### src/common/tsc_pkg.sv
// Package: register map, field positions and length decode of the transmit control block
package tsc_pkg;

  // ****************************************
  // Register byte offsets
  // ****************************************
  localparam logic [7:0] TSC_OFS_CTRL   = 8'h00;
  localparam logic [7:0] TSC_OFS_DATA2  = 8'h04;
  localparam logic [7:0] TSC_OFS_DATA5  = 8'h10;
  localparam logic [7:0] TSC_OFS_AUX    = 8'h14;
  localparam logic [7:0] TSC_OFS_DIV    = 8'h18;
  localparam logic [7:0] TSC_OFS_STATUS = 8'h1C;

  // ****************************************
  // Field positions and reset values
  // ****************************************
  localparam int TSC_POS_TE2   = 2;
  localparam int TSC_POS_SHFD  = 6;
  localparam int TSC_POS_TWA   = 7;
  localparam int TSC_POS_MODE  = 8;
  localparam int TSC_POS_SWS   = 10;
  localparam int TSC_POS_ZERO_PAD_CONTROL  = 17;
  localparam int TSC_POS_RSVD  = 18;
  localparam int TSC_POS_SRST  = 8;
  localparam logic [23:0] TSC_CTRL_RESET = 24'h000000;
  localparam logic [4:0]  TSC_DIV_RESET  = 5'h00;
  localparam logic [4:0]  TSC_AC97_DIV   = 5'h0C;
  localparam logic [5:0]  TSC_AC97_SLOT0 = 6'h10;

  // ****************************************
  // Modes
  // ****************************************
  localparam logic [1:0] TSC_MODE_NORMAL = 2'h0;
  localparam logic [1:0] TSC_MODE_NET    = 2'h1;
  localparam logic [1:0] TSC_MODE_AC97   = 2'h3;
  localparam logic [1:0] TSC_RESP_OKAY   = 2'h0;
  localparam logic [1:0] TSC_RESP_SLVERR = 2'h2;

  // Slot length in [11:6], word length in [5:0]; reserved codes give 8/8
  function automatic logic [11:0] tsc_len_decode(input logic [4:0] code);
    case (code)
      5'h00: tsc_len_decode = {6'd8, 6'd8};
      5'h04: tsc_len_decode = {6'd12, 6'd8};
      5'h01: tsc_len_decode = {6'd12, 6'd12};
      5'h08: tsc_len_decode = {6'd16, 6'd8};
      5'h05: tsc_len_decode = {6'd16, 6'd12};
      5'h02: tsc_len_decode = {6'd16, 6'd16};
      5'h0C: tsc_len_decode = {6'd20, 6'd8};
      5'h09: tsc_len_decode = {6'd20, 6'd12};
      5'h06: tsc_len_decode = {6'd20, 6'd16};
      5'h03: tsc_len_decode = {6'd20, 6'd20};
      5'h10: tsc_len_decode = {6'd24, 6'd8};
      5'h0D: tsc_len_decode = {6'd24, 6'd12};
      5'h0A: tsc_len_decode = {6'd24, 6'd16};
      5'h07: tsc_len_decode = {6'd24, 6'd20};
      5'h1E: tsc_len_decode = {6'd24, 6'd24};
      5'h18: tsc_len_decode = {6'd32, 6'd8};
      5'h15: tsc_len_decode = {6'd32, 6'd12};
      5'h12: tsc_len_decode = {6'd32, 6'd16};
      5'h0F: tsc_len_decode = {6'd32, 6'd20};
      5'h1F: tsc_len_decode = {6'd32, 6'd24};
      default: tsc_len_decode = {6'd8, 6'd8};
    endcase
  endfunction

endpackage

### src/logic/tsc_chan_tx.sv
// One transmit channel: shift register, arming and slot padding
`timescale 1ns/10ps
`default_nettype none
module tsc_chan_tx
  import tsc_pkg::*;
(
  // Clock and reset
  input  wire logic        aclk,
  input  wire logic        aresetn,
  // Slot timing
  input  wire logic        tick,
  input  wire logic        frame_start,
  input  wire logic        slot_start,
  input  wire logic        xfer,
  input  wire logic        on_demand,
  input  wire logic [4:0]  bit_idx,
  input  wire logic [5:0]  slot_len,
  input  wire logic [5:0]  word_len,
  // Control and data
  input  wire logic        enable,
  input  wire logic        shfd,
  input  wire logic        tx_word_alignment,
  input  wire logic        zero_pad_control,
  input  wire logic [23:0] data,
  input  wire logic        full,
  // Results
  output logic             load,
  output logic             armed,
  output logic             sdo,
  output logic             oe
);

  typedef struct packed {
    logic [23:0] shift;
    logic        armed;
    logic        sending;
    logic        sdo;
    logic        quit;
  } tsc_chan_type;

  tsc_chan_type st_reg;
  tsc_chan_type st_next;

  always_comb
  begin
    logic [23:0] word;
    logic [5:0]  pad;
    logic [5:0]  k;
    logic [5:0]  bi;
    logic        in_pad;
    word = st_reg.shift;
    pad = slot_len - word_len;
    bi = {1'b0, bit_idx};
    k = 6'h00;
    in_pad = 1'b0;
    st_next = st_reg;
    load = 1'b0;
    // Sticky clear: a clear and re-set inside one word still stops the channel
    if (!enable)
      st_next.quit = 1'b1;
    if (tick)
    begin
      if (frame_start)
      begin
        st_next.armed = enable;
        st_next.quit = 1'b0;
      end
      else if (slot_start && (st_reg.quit || !enable))
        st_next.armed = 1'b0;
      if (slot_start)
      begin
        st_next.sending = 1'b0;
        if (st_next.armed && xfer && (full || !on_demand))
        begin
          load = full;
          st_next.shift = data;
          st_next.sending = 1'b1;
        end
      end
      word = st_next.shift;
      if (!tx_word_alignment)
      begin
        in_pad = bi >= word_len;
        k = in_pad ? word_len - 6'h01 : bi;
      end
      else
      begin
        in_pad = bi < pad;
        k = in_pad ? 6'h00 : bi - pad;
      end
      if (in_pad && zero_pad_control)
        st_next.sdo = 1'b0;
      else if (shfd)
        st_next.sdo = word[k[4:0]];
      else
        st_next.sdo = word[5'(word_len - 6'h01 - k)];
    end
  end

  always_ff @(posedge aclk)
  begin
    if (!aresetn)
      st_reg <= '0;
    else
      st_reg <= st_next;
  end

  assign armed = st_reg.armed;
  assign sdo   = st_reg.sdo;
  assign oe    = st_reg.sending;

endmodule
`default_nettype wire

### src/logic/tsc_top.sv
// Transmit control block: AXI4-Lite registers, slot timing and four channels
//
// Local design decisions: register access over AXI4-Lite and the register offsets.
`timescale 1ns/10ps
`default_nettype none
// Functional notes
// - Enable loads data; armed at frame sync
// - Disabled channel finishes word, then stops
// - Shared pin: input or tri-state when off
// - Network re-enable waits for next frame
// - Shift direction: MSB or LSB first
// - Alignment: left or right in slot
// - Left aligned: repeat last or zeros
// - Right aligned: repeat first or zeros
// - Normal mode: one word per frame
// - Network mode: word every slot, but at divider 0 only when data was written
// - Mode field with divider selects framing
// - AC97: 16-bit first slot, twelve 20-bit
// - Short slot length codes decode
// - Slot 24 and 32 codes decode
// - Zero padding control at bit 17
// - Resets clear transmit control register
// - Network divider is words minus one
module tsc_top
  import tsc_pkg::*;
(
  // Clock and reset
  input  wire logic        aclk,
  input  wire logic        aresetn,
  // AXI4-Lite write address and data
  input  wire logic [7:0]  s_axi_awaddr,
  input  wire logic        s_axi_awvalid,
  output logic             s_axi_awready,
  input  wire logic [31:0] s_axi_wdata,
  input  wire logic [3:0]  s_axi_wstrb,
  input  wire logic        s_axi_wvalid,
  output logic             s_axi_wready,
  // AXI4-Lite write response
  output logic [1:0]       s_axi_bresp,
  output logic             s_axi_bvalid,
  input  wire logic        s_axi_bready,
  // AXI4-Lite read
  input  wire logic [7:0]  s_axi_araddr,
  input  wire logic        s_axi_arvalid,
  output logic             s_axi_arready,
  output logic [31:0]      s_axi_rdata,
  output logic [1:0]       s_axi_rresp,
  output logic             s_axi_rvalid,
  input  wire logic        s_axi_rready,
  // Serial link
  input  wire logic        tx_bit_clk,
  input  wire logic        tx_frame_sync,
  // Shared data pins, index 0 is channel two
  input  wire logic [3:0]  shared_data_pin_i,
  output logic [3:0]       shared_data_pin_o,
  output logic [3:0]       shared_data_pin_oe,
  // Receiver side
  output logic [3:0]       rx_chan_enable,
  output logic [3:0]       rx_serial_data
);

  typedef struct packed {
    logic [23:0]      ctrl;
    logic [3:0][23:0] data;
    logic [3:0]       full;
    logic [3:0]       rx_en;
    logic [4:0]       div;
    logic             aw_ok;
    logic [7:0]       aw_addr;
    logic             w_ok;
    logic [31:0]      w_data;
    logic [3:0]       w_strb;
    logic             bvalid;
    logic [1:0]       bresp;
    logic             rvalid;
    logic [31:0]      rdata;
    logic [1:0]       rresp;
    logic [1:0]       clk_sync;
    logic [1:0]       fs_sync;
    logic [3:0]       pin_sync1;
    logic [3:0]       pin_sync2;
    logic [3:0]       rx_data;
    logic             clk_prev;
    logic             fs_prev;
    logic             run;
    logic [4:0]       bit_idx;
    logic [4:0]       slot;
  } tsc_state_type;

  tsc_state_type st_reg;
  tsc_state_type st_next;

  // Channel interface nets
  logic [3:0] ch_load;
  logic [3:0] ch_armed;
  logic [3:0] ch_sdo;
  logic [3:0] ch_oe;
  logic       tick;
  logic       frame_start;
  logic       slot_start;
  logic       xfer;
  logic       on_demand;
  logic [5:0] slot_len;
  logic [5:0] word_len;

  // ****************************************
  // Byte merge for strobed writes
  // ****************************************
  function automatic logic [31:0] tsc_merge(input logic [31:0] old_v,
                                            input logic [31:0] new_v,
                                            input logic [3:0]  strb);
    logic [31:0] r;
    r = old_v;
    for (int i = 0; i < 4; i++)
      if (strb[i])
        r[i*8 +: 8] = new_v[i*8 +: 8];
    return r;
  endfunction

  // Slot and word length for a given slot number
  function automatic logic [11:0] tsc_slot_lens(input logic [23:0] ctrl,
                                                input logic [4:0]  div,
                                                input logic [4:0]  slot);
    logic [11:0] r;
    r = tsc_len_decode(ctrl[TSC_POS_SWS +: 5]);
    if (ctrl[TSC_POS_MODE +: 2] == TSC_MODE_AC97 && div == TSC_AC97_DIV && slot == 5'h00)
      r = {TSC_AC97_SLOT0, TSC_AC97_SLOT0};
    return r;
  endfunction

  // ****************************************
  // Register access and link timing
  // ****************************************
  always_comb
  begin
    logic [31:0] cur;
    logic [31:0] merged;
    logic [11:0] lens;
    logic        network;
    logic        mapped;
    int          idx;
    st_next = st_reg;
    cur = 32'h00000000;
    merged = 32'h00000000;
    lens = 12'h000;
    mapped = 1'b1;
    idx = 0;
    network = 1'b0;
    tick = 1'b0;
    frame_start = 1'b0;
    slot_start = 1'b0;
    xfer = 1'b0;
    on_demand = 1'b0;

    // Synchronisers and bit clock edge
    st_next.clk_sync = {st_reg.clk_sync[0], tx_bit_clk};
    st_next.fs_sync = {st_reg.fs_sync[0], tx_frame_sync};
    st_next.pin_sync1 = shared_data_pin_i;
    st_next.pin_sync2 = st_reg.pin_sync1;
    st_next.rx_data = st_reg.pin_sync2 & ~st_reg.ctrl[TSC_POS_TE2 +: 4] // pin c to rx 3-c
                      & {st_reg.rx_en[0], st_reg.rx_en[1], st_reg.rx_en[2], st_reg.rx_en[3]};
    st_next.clk_prev = st_reg.clk_sync[1];
    tick = st_reg.clk_sync[1] && !st_reg.clk_prev;

    // Framing selection
    case (st_reg.ctrl[TSC_POS_MODE +: 2])
      TSC_MODE_NORMAL: network = 1'b0;
      TSC_MODE_NET:    network = 1'b1;
      TSC_MODE_AC97:   network = 1'b1;
      default:         network = 1'b0;
    endcase
    on_demand = st_reg.ctrl[TSC_POS_MODE +: 2] == TSC_MODE_NET && st_reg.div == 5'h00;

    // Slot and frame counters
    if (tick)
    begin
      st_next.fs_prev = st_reg.fs_sync[1];
      lens = tsc_slot_lens(st_reg.ctrl, st_reg.div, st_reg.slot);
      if (st_reg.fs_sync[1] && !st_reg.fs_prev)
      begin
        frame_start = 1'b1;
        slot_start = 1'b1;
        st_next.run = 1'b1;
        st_next.bit_idx = 5'h00;
        st_next.slot = 5'h00;
      end
      else if (st_reg.run)
      begin
        if ({1'b0, st_reg.bit_idx} == lens[11:6] - 6'h01)
        begin
          slot_start = 1'b1;
          st_next.bit_idx = 5'h00;
          st_next.slot = st_reg.slot + 5'h01;
          if (st_reg.slot == st_reg.div)
            st_next.run = 1'b0;
        end
        else
          st_next.bit_idx = st_reg.bit_idx + 5'h01;
      end
      xfer = st_next.run && (network || st_next.slot == 5'h00);
    end
    lens = tsc_slot_lens(st_reg.ctrl, st_reg.div, st_next.slot);
    slot_len = lens[11:6];
    word_len = lens[5:0];

    // Loads empty the holding registers
    st_next.full = st_reg.full & ~ch_load;

    // Write channel
    if (s_axi_awvalid && !st_reg.aw_ok)
    begin
      st_next.aw_ok = 1'b1;
      st_next.aw_addr = s_axi_awaddr;
    end
    if (s_axi_wvalid && !st_reg.w_ok)
    begin
      st_next.w_ok = 1'b1;
      st_next.w_data = s_axi_wdata;
      st_next.w_strb = s_axi_wstrb;
    end
    if (st_reg.aw_ok && st_reg.w_ok && !st_reg.bvalid)
    begin
      st_next.aw_ok = 1'b0;
      st_next.w_ok = 1'b0;
      st_next.bvalid = 1'b1;
      st_next.bresp = TSC_RESP_OKAY;
      case (st_reg.aw_addr)
        TSC_OFS_CTRL:
        begin
          merged = tsc_merge({8'h00, st_reg.ctrl}, st_reg.w_data, st_reg.w_strb);
          st_next.ctrl = merged[23:0];
          st_next.ctrl[TSC_POS_RSVD] = 1'b0;
        end
        TSC_OFS_AUX:
        begin
          merged = tsc_merge({28'h0000000, st_reg.rx_en}, st_reg.w_data, st_reg.w_strb);
          st_next.rx_en = merged[3:0];
          if (merged[TSC_POS_SRST])
            st_next.ctrl = TSC_CTRL_RESET;
        end
        TSC_OFS_DIV:
        begin
          merged = tsc_merge({27'h0000000, st_reg.div}, st_reg.w_data, st_reg.w_strb);
          st_next.div = merged[4:0];
        end
        default:
        begin
          if (st_reg.aw_addr >= TSC_OFS_DATA2 && st_reg.aw_addr <= TSC_OFS_DATA5
              && st_reg.aw_addr[1:0] == 2'h0)
          begin
            idx = int'(st_reg.aw_addr[7:2]) - 1;
            merged = tsc_merge({8'h00, st_reg.data[idx]}, st_reg.w_data, st_reg.w_strb);
            st_next.data[idx] = merged[23:0];
            st_next.full[idx] = 1'b1;
          end
          else
            st_next.bresp = TSC_RESP_SLVERR;
        end
      endcase
    end
    if (st_reg.bvalid && s_axi_bready)
      st_next.bvalid = 1'b0;

    // Read channel
    if (s_axi_arvalid && !st_reg.rvalid)
    begin
      case (s_axi_araddr)
        TSC_OFS_CTRL:   cur = {8'h00, st_reg.ctrl};
        TSC_OFS_AUX:    cur = {28'h0000000, st_reg.rx_en};
        TSC_OFS_DIV:    cur = {27'h0000000, st_reg.div};
        TSC_OFS_STATUS: cur = {26'h0000000, ch_armed,
                               1'b0, ~|(st_reg.full & st_reg.ctrl[TSC_POS_TE2 +: 4])};
        default:
        begin
          if (s_axi_araddr >= TSC_OFS_DATA2 && s_axi_araddr <= TSC_OFS_DATA5
              && s_axi_araddr[1:0] == 2'h0)
            cur = {8'h00, st_reg.data[int'(s_axi_araddr[7:2]) - 1]};
          else
            mapped = 1'b0;
        end
      endcase
      st_next.rvalid = 1'b1;
      st_next.rdata = cur;
      st_next.rresp = mapped ? TSC_RESP_OKAY : TSC_RESP_SLVERR;
    end
    else if (st_reg.rvalid && s_axi_rready)
      st_next.rvalid = 1'b0;
  end

  always_ff @(posedge aclk)
  begin
    if (!aresetn)
      st_reg <= '0;
    else
      st_reg <= st_next;
  end

  // ****************************************
  // Transmit channels two to five
  // ****************************************
  for (genvar c = 0; c < 4; c++)
  begin : g_chan
    tsc_chan_tx u_chan (
      .aclk        (aclk),
      .aresetn     (aresetn),
      .tick        (tick),
      .frame_start (frame_start),
      .slot_start  (slot_start),
      .xfer        (xfer),
      .on_demand   (on_demand),
      .bit_idx     (st_next.bit_idx),
      .slot_len    (slot_len),
      .word_len    (word_len),
      .enable      (st_reg.ctrl[TSC_POS_TE2 + c]),
      .shfd        (st_reg.ctrl[TSC_POS_SHFD]),
      .tx_word_alignment         (st_reg.ctrl[TSC_POS_TWA]),
      .zero_pad_control        (st_reg.ctrl[TSC_POS_ZERO_PAD_CONTROL]),
      .data        (st_reg.data[c]),
      .full        (st_reg.full[c]),
      .load        (ch_load[c]),
      .armed       (ch_armed[c]),
      .sdo         (ch_sdo[c]),
      .oe          (ch_oe[c])
    );
  end

  // Pin drives only while a word goes out
  assign shared_data_pin_o  = ch_sdo;
  assign shared_data_pin_oe = ch_oe;
  assign rx_chan_enable     = st_reg.rx_en;
  assign rx_serial_data     = st_reg.rx_data;

  assign s_axi_awready = !st_reg.aw_ok;
  assign s_axi_wready  = !st_reg.w_ok;
  assign s_axi_bvalid  = st_reg.bvalid;
  assign s_axi_bresp   = st_reg.bresp;
  assign s_axi_arready = !st_reg.rvalid;
  assign s_axi_rvalid  = st_reg.rvalid;
  assign s_axi_rdata   = st_reg.rdata;
  assign s_axi_rresp   = st_reg.rresp;

endmodule
`default_nettype wire

### config.mk
export PLATFORM = sky130hd
export DESIGN_NAME = tsc_top
export DESIGN_NICKNAME = d
export VERILOG_FILES = /design/src/common/tsc_pkg.sv /design/src/logic/tsc_chan_tx.sv /design/src/logic/tsc_top.sv
export SDC_FILE = /design/constraint.sdc
export NUM_CORES = 1
export LEC_CHECK = 0
export BUFFER_PORTS_ARGS = -buffer_cell sky130_fd_sc_hd__buf_2
export CAP_MARGIN = 20
export CORE_MARGIN = 3
export CORE_UTILIZATION = 35
export CTS_CLUSTER_DIAMETER = 200
export CTS_CLUSTER_SIZE = 30
export DETAILED_ROUTE_END_ITERATION = 16
export PLACE_DENSITY = 0.53
export SLEW_MARGIN = 5
export SYNTH_ARGS = -nofsm -noshare
export SYNTH_HDL_FRONTEND = slang
export SYNTH_SLANG_ARGS = --single-unit
export TNS_END_PERCENT = 50
### constraint.sdc
create_clock -name aclk -period 7.45 [get_ports aclk]
set_clock_uncertainty 0.15 [all_clocks]
set_input_delay 0 -clock aclk [delete_from_list [all_inputs] [get_ports aclk]]
set_output_delay 0 -clock aclk [all_outputs]
set_load 0.005 [all_outputs]
# After elaboration in Yosys (flattened, before gate mapping)
# Memory sizes are Yosys's and may differ from the RTL's. A register that Yosys moved wholly into a read port is not among the register bits.
# Index checks and enable logic that the tools add are counted.
[word_totals]
n_memories = 2
input_bits = 65
output_inout_bits = 57
mem_bits_ro = 448
reg_bits = 349
elab_cells = 327
[classes]
n_mux = 154
addsub = 9
magnitude_cmp = 11
n_reduce_logical = 77
eq_ne = 14
n_bitwise = 9
[mem_list]
columns = ["name", "words", "word_bits", "read_ports", "rd_clocked_by_memory_dff", "write_ports", "line", "rtl"]
rows = [
  ["(name not given)", 32, 7, 1, 1, 0, "tsc_pkg.sv:41", "case (code)"],
  ["(name not given)", 32, 7, 1, 1, 0, "tsc_pkg.sv:41", ""],
]
[op_table]
columns = ["op", "n"]
rows = [
  ["24-bit two-way mux", 19],
  ["8-bit two-way mux", 15],
  ["24-bit binary-select mux with 2-bit select", 2],
  ["96-bit bitwise mux", 1],
  ["24-bit one-hot mux with 4 select lines", 1],
  ["1-bit two-way mux", 77],
  ["5-bit two-way mux", 12],
  ["24-bit demux with 2-bit select", 1],
  ["24-bit one-hot mux with 2 select lines", 1],
  ["1-bit binary-select mux with 5-bit select", 8],
  ["8-bit by 5-bit equality test with 1-bit output, second input constant", 5],
  ["12-bit two-way mux", 3],
  ["11-bit two-way mux", 3],
  ["1-bit logical AND", 32],
  ["5-bit zero test", 4],
  ["4-bit bitwise AND", 4],
  ["8-bit by 3-bit >= comparator with 1-bit output, second input constant", 2],
  ["8-bit by 5-bit <= comparator with 1-bit output, second input constant", 2],
  ["8-bit zero test", 2],
  ["4-bit two-way mux", 4],
  ["7-bit by 4-bit < comparator with 1-bit output, second input constant", 2],
  ["14-bit two-way mux", 1],
  ["6-bit by 1-bit subtractor with 7-bit output, second input constant", 2],
  ["1-bit zero test", 12],
  ["other kinds (32)", 59],
]

# Longest topological paths before layout
[depth]
word_depth = 26
ltp_mapped = 34
depth_no_buf = 33

# Modules after synthesis
# From an unflattened synthesis, not the netlist that was laid out.
[hier_totals]
hier_cells = 2551
hier_area_um2 = 22195.0
[by_module_without_submodules]
columns = ["module", "cells_each", "area_each_um2", "n_inst"]
rows = [
  ["tsc_top", 1222, 11190.7, 1],
  ["tsc_chan_tx (g_chan[1].u_chan ...)", 333, 2726.4, 3],
  ["tsc_chan_tx (g_chan[0].u_chan)", 330, 2825.2, 1],
]

# Least setup slack after synthesis
# OpenSTA, ideal clock, no wires.
[synth_path]
kind = "register -> register"
startpoint = "register st_reg[0] (netlist name)"
endpoint = "register g_chan[2].u_chan.st_reg (netlist bit g_chan[2].u_chan.sdo)"
slack_ns = 0.016
path_buffers = 1
arrival_ns = 7.181
setup_ns = 0.103
t_required_ns = 7.197
path_stages_with_launch = 33
synth_period_minus_slack_ns = 7.434
cell_sequence = "dfxtp_1 > inv_1 > ha_1 > or4b_4 > or3_4 > nand2_1 > ha_1 > xnor2_1 > nor3_1 > mux2_2 > o211ai_2 > a32o_1 > nor4b_4 > nand2_1 > nand2_1 > inv_1 > ha_1 > inv_1 > fa_1 > fa_1 > inv_1 > a21o_1 > o211ai_2 > o22ai_1 > clkinv_1 > ha_1 > clkbuf_1 > mux4_2 > nand2_1 > o31ai_1 > nor3_1 > a21oi_1 > a2111oi_2"
[synth_between]
elab_chain_len = 24
word_cells_on_any_way = 55
[synth_lines]
columns = ["item", "line", "rtl"]
rows = [
  ["start, declared", "tsc_top.sv:90", "tsc_state_type st_reg;"],
  ["start signal, assigned", "tsc_top.sv:295", "st_reg <= st_next;"],
  ["5-bit zero test", "tsc_top.sv:126", "if (ctrl[TSC_POS_MODE +: 2] == TSC_MODE_AC97 && div == TSC_AC97_DIV && slot == 5'h00)"],
  ["1-bit logical AND", "tsc_top.sv:126", ""],
  ["12-bit two-way mux", "tsc_top.sv:126", ""],
  ["12-bit two-way mux", "tsc_top.sv:175", "if (tick)"],
  ["6-bit by 1-bit subtractor with 6-bit output", "tsc_top.sv:189", "if ({1'b0, st_reg.bit_idx} == lens[11:6] - 6'h01)"],
  ["5-bit by 6-bit equality test with 1-bit output", "tsc_top.sv:189", ""],
  ["5-bit two-way mux", "tsc_top.sv:189", ""],
  ["11-bit two-way mux", "tsc_top.sv:187", "else if (st_reg.run)"],
  ["(+8 left out)", "n/a", ""],
  ["5-bit two-way mux", "tsc_chan_tx.sv:89", "k = in_pad ? 6'h00 : bi - pad;"],
  ["5-bit two-way mux", "tsc_chan_tx.sv:81", "if (!tx_word_alignment)"],
  ["5-bit two-way mux", "tsc_chan_tx.sv:61", "if (tick)"],
  ["5-bit subtractor", "tsc_chan_tx.sv:96", "st_next.sdo = word[5'(word_len - 6'h01 - k)];"],
  ["1-bit binary-select mux with 5-bit select", "tsc_chan_tx.sv:96", ""],
  ["1-bit two-way mux (not written as such)", "tsc_chan_tx.sv:96", ""],
  ["1-bit two-way mux", "tsc_chan_tx.sv:93", "else if (shfd)"],
  ["1-bit two-way mux *", "tsc_chan_tx.sv:91", "if (in_pad && zero_pad_control)"],
  ["end signal, assigned", "tsc_chan_tx.sv:105", "st_reg <= st_next;"],
  ["end, declared", "tsc_chan_tx.sv:41", "tsc_chan_type st_reg;"],
]
# Every way passes the cells marked *; elsewhere a longest branch is shown, timed or not. The select of a mux whose other input is x is not followed.
# A chain may end at the register's enable or synchronous reset.

# Worst setup path after layout
[layout_path]
startpoint = "register st_reg[1] (netlist name)"
endpoint = "register g_chan[1].u_chan.st_reg (netlist bit g_chan[1].u_chan.sdo)"
[layout_between]
elab_chain_len = 24
word_cells_on_any_way = 55
[layout_lines]
columns = ["item", "line"]
rows = [
  ["5-bit zero test", "tsc_top.sv:126"],
  ["1-bit logical AND", "tsc_top.sv:126"],
  ["12-bit two-way mux", "tsc_top.sv:126"],
  ["12-bit two-way mux", "tsc_top.sv:175"],
  ["6-bit by 1-bit subtractor with 6-bit output", "tsc_top.sv:189"],
  ["5-bit by 6-bit equality test with 1-bit output", "tsc_top.sv:189"],
  ["5-bit two-way mux", "tsc_top.sv:189"],
  ["11-bit two-way mux", "tsc_top.sv:187"],
  ["(+8 left out)", "n/a"],
  ["5-bit two-way mux", "tsc_chan_tx.sv:89"],
  ["5-bit two-way mux", "tsc_chan_tx.sv:81"],
  ["5-bit two-way mux", "tsc_chan_tx.sv:61"],
  ["5-bit subtractor", "tsc_chan_tx.sv:96"],
  ["1-bit binary-select mux with 5-bit select", "tsc_chan_tx.sv:96"],
  ["1-bit two-way mux (not written as such)", "tsc_chan_tx.sv:96"],
  ["1-bit two-way mux", "tsc_chan_tx.sv:93"],
  ["1-bit two-way mux *", "tsc_chan_tx.sv:91"],
  ["end signal, assigned", "tsc_chan_tx.sv:105"],
  ["end, declared", "tsc_chan_tx.sv:41"],
]
# Marks and branches as above.

==> qor.log <==
qor: global_routing.antenna_found_initial 0
qor: drt.via_count 16.5k
qor: floorplan.dieArea 55,400 um2
qor: floorplan.die-width 235 um
qor: worst_setup_path.cp-end-kind flip-flop
qor: worst_setup_path.r2r_slack 0.05 ns
qor: worst_setup_path.crit_fanout 8
qor: sta.min_period_over_period 99.4%
qor: synthesis.syn_inst 2,178
qor: cells_and_area.largest_reg_flops 183
qor: outcome.run_status completed
qor: sta.number_of_hold_violations_in_the_final_report 0
qor: placement.buffer_ports.inserted 102
qor: worst_setup_path.critPathLaunchType flip-flop
qor: synthesis.yosysWarningCount 0
qor: synthesis.yosys.cell_count.top_type dfxtp_1
qor: cts.clk_pin_slew 0.13 ns
qor: worst_setup_path.timing.critical_path.mode_cell ha_4
qor: synthesis.yosys_reg_bits 345
qor: cells_and_area.layout.nets 2,387
qor: drt.drc 0
qor: floorplan.fp.dieH 235 um
qor: synthesis.synthDominantAreaCellType dfxtp_1
qor: worst_setup_path.cp_data_required_time 7.77 ns
qor: drt.post_drt_wl_per_cell 21.9 um
qor: synthesis.synth.avg_cell_area 8.45 um2
qor: drt.route.detailed.vias_per_inst 5.58
qor: cts.clockRootBuffer clkbuf_16
qor: worst_hold_path.timing.hold.worst_endpoint s_axi_rdata[5]$_SDFFE_PN0P_
qor: cts.clk_path_buf_depth 3
qor: global_routing.grt_start_max_net_pins 142
qor: synthesis.synth_area_leaders dfxtp_1, nand2_1, mux2i_1, mux4_2, nor2_1
qor: synthesis.synth_commonest_cells dfxtp_1, nand2_1, nor2_1
qor: cells_and_area.fillers 5,190
qor: synthesis.ys.flop_type dfxtp_1
qor: cts.cts_tree built
qor: floorplan.fp-row-count 83
qor: sta.max_slew_margin 26.0%
qor: cts.cts_num_sinks 345
qor: cts.cts-buffers-inserted 15
qor: drt.detailedRoute.firstPassIterationCount 6
qor: synthesis.synth_cell_type_count 88
qor: sta.rsz0062_at_grt true
qor: global_routing.grt_pass1_vias 15.7k
qor: sta.worst_slew_pin_tran 1.11 ns
qor: worst_hold_path.timing.hold.worst_path_depth 5
qor: worst_setup_path.criticalPathCategory reg2reg
qor: placement.dp_hpwl 45,300 um
qor: sta.timing.final.crit_period 7.40 ns
qor: floorplan.placeableCoreArea 51,700 um2
qor: cells_and_area.num_antenna_cells 0
qor: synthesis.number_of_flops_mapped_to_enable_cells_by_yosys 0
qor: synthesis.synth-seq-area-share 37.5%
qor: worst_hold_path.hold_path.class in2reg
qor: cells_and_area.area_delta_synth_final 16.8%
qor: synthesis.synthArstFlopShare 0%
qor: sta.timing.final.max_slew_violations 0
qor: worst_setup_path.crit-reg2reg-capture g_chan[1].u_chan.sdo$_SDFFE_PN0P_
qor: cells_and_area.post-route-cell-area 21,500 um2
qor: cells_and_area.post-route-util 41.6%
qor: drt.wl 64,900 um
qor: sta.setup-violations-final 0
qor: worst_setup_path.critical_path_slowest_stage_cell or4b_4
qor: worst_setup_path.reg2reg_from st_reg[1]$_SDFF_PN0_
qor: worst_setup_path.worst_ep_arrival_time 7.72 ns
qor: global_routing.grt-ovfl-total 0
qor: sta.max_freq 135 MHz
qor: power.p_per_area 146 nW/um2
qor: synthesis.mappedNetlistArea 18,400 um2
qor: synthesis.synth_top_area_share 37.5%
qor: placement.detailed_place.area 19,500 um2
qor: worst_setup_path.ff2ff_path_depth 34
qor: cts.clkLatencyLatePin 0.53 ns
qor: global_routing.grt.total_usage 22.2%
qor: power.total_leakage_power 0.00820 uW
qor: floorplan.initial_utilization 35.6%
qor: cts.cts_h_tree_depth 1
qor: floorplan.top_level_ports 122
qor: placement.gp_congestion 0.903
qor: global_routing.grt_first_pass_wirelength 97,200 um
qor: worst_hold_path.startpoint_of_the_tightest_hold_check_path s_axi_araddr[3]
qor: worst_setup_path.timing.critical_path.buf_inv 7
qor: power.worst_ir_drop_vdd 0.000142 V
qor: drt.route.antenna.remaining_nets 0
qor: cells_and_area.final_layout_size_suffix_gt1_share 18.2%
qor: worst_setup_path.cpPeakStageDelay 0.47 ns
qor: flow_run.cap_violations 0
qor: drt.first_iter_violations 1,491
qor: worst_setup_path.cp_top_family compound AO/OA/AOI/OAI gates
-- worst max path at each step --
stage | slack, ns | cells past startpoint | endpoint | from
floorplan | 0.02 | 32 | g_chan[2].u_chan.sdo$_SDFFE_PN0P_ | st_reg[0]$_SDFF_PN0_
global placement | 0.18 | 31 | g_chan[2].u_chan.sdo$_SDFFE_PN0P_ | st_reg[0]$_SDFF_PN0_
detailed placement | 0.005 | 31 | g_chan[1].u_chan.sdo$_SDFFE_PN0P_ | st_reg[0]$_SDFF_PN0_
CTS | 0.002 | 32 | g_chan[3].u_chan.sdo$_SDFFE_PN0P_ | st_reg[0]$_SDFF_PN0_
global route | -0.25 | 34 | g_chan[1].u_chan.sdo$_SDFFE_PN0P_ | st_reg[0]$_SDFF_PN0_
finish | 0.05 | 34 | g_chan[1].u_chan.sdo$_SDFFE_PN0P_ | st_reg[1]$_SDFF_PN0_
-- power breakdown --
group	switching [uW]	total [uW]	internal [uW]
logic	150	259	109
registers	28.8	1900	1870
clock network	614	988	374
total	793	3150	2350
-- cell usage in the layout, fill, tap and decap left out, types with 10 or more instances in the layout --
cell and instances:
o21ai_0 43, a221oi_1 22, nand2b_1 16, mux2_2 14, a21oi_1 174, buf_12 14
nor3_2 10, nand2_1 316, buf_4 98, a211oi_1 102, mux2i_1 118, and3_1 12
ha_1 29, dlygate4sd3_1 70, mux4_2 52, a21o_1 13, buf_2 102, clkbuf_16 20
o211ai_1 16, inv_1 35, nand4_1 17, nand3_1 62, nor3_1 44, and2_1 39
dfxtp_1 342, nor2_1 256, xnor2_1 14, conb_1 10, a31oi_1 23
-- metrics by stage --
step           hold slack (ns)  total power [uW]  std cells  setup TNS, ns  worst slack, ns
3_3_place_gp            0.0356              2160       2837              0            0.178
6_report                0.0483              3150       2966              0           0.0451
5_1_grt                 0.0649              3260       2966         -0.926           -0.248
2_1_floorplan          -0.0499              2080       2187              0           0.0159
3_5_place_dp            0.0444              2160       2837              0          0.00493
4_1_cts                 0.0242              3170       2923              0          0.00240
-- timing repair --
item,4_1_cts,5_1_grt
resized for setup,2,88
buffers inserted,0,32
cloned,0,6
hold buffers,70,0
endpoints found under the setup margin,2,4
endpoints found under the hold margin,80,0
pin swaps,0,49
-- cells by family after synthesis --
group / after synthesis / synth area share, %
other: 1 / 0.0204
xor gates and xnor gates: 25 / 1.31
and+or+nand+nor: 835 / 20.2
AOI/OAI and AO/OA: 487 / 17.5
buffers and inverters: 259 / 6.82
DFF: 345 / 37.5
muxes: 191 / 14.1
adders and majority gates: 35 / 2.46
-- layer usage --
layer | up-vias | global-route usage (%) | part of all wire (%)
met5 | - | 0 | 0
met4 | 0 | 9.02 | 4.5
met3 | 94 | 2.62 | 4.9
met2 | 493 | 36.8 | 47
met1 | 8054 | 29.4 | 44
li1 | 7901 | - | -
-- layout make-up --
cell class | instances | area (um2) | share of cell area, %
tap | 680 | 851 | 3.96
sequential | 345 | 6910 | 32.1
timing repair buffer | 298 | 2480 | 11.5
clock buffer | 15 | 375 | 1.75
clock inverter | 1 | 16.3 | 0.0756
multi-input combinational | 1583 | 10700 | 49.7
inverter | 44 | 178 | 0.826
-- tightest hold or removal path: stages --
cell and delay (ns):
buf_2 0.12, ha_1 0.27, nand4_1 0.12, a21o_1 0.12
a31oi_1 0.06
Power figures use the tool's default switching activity.
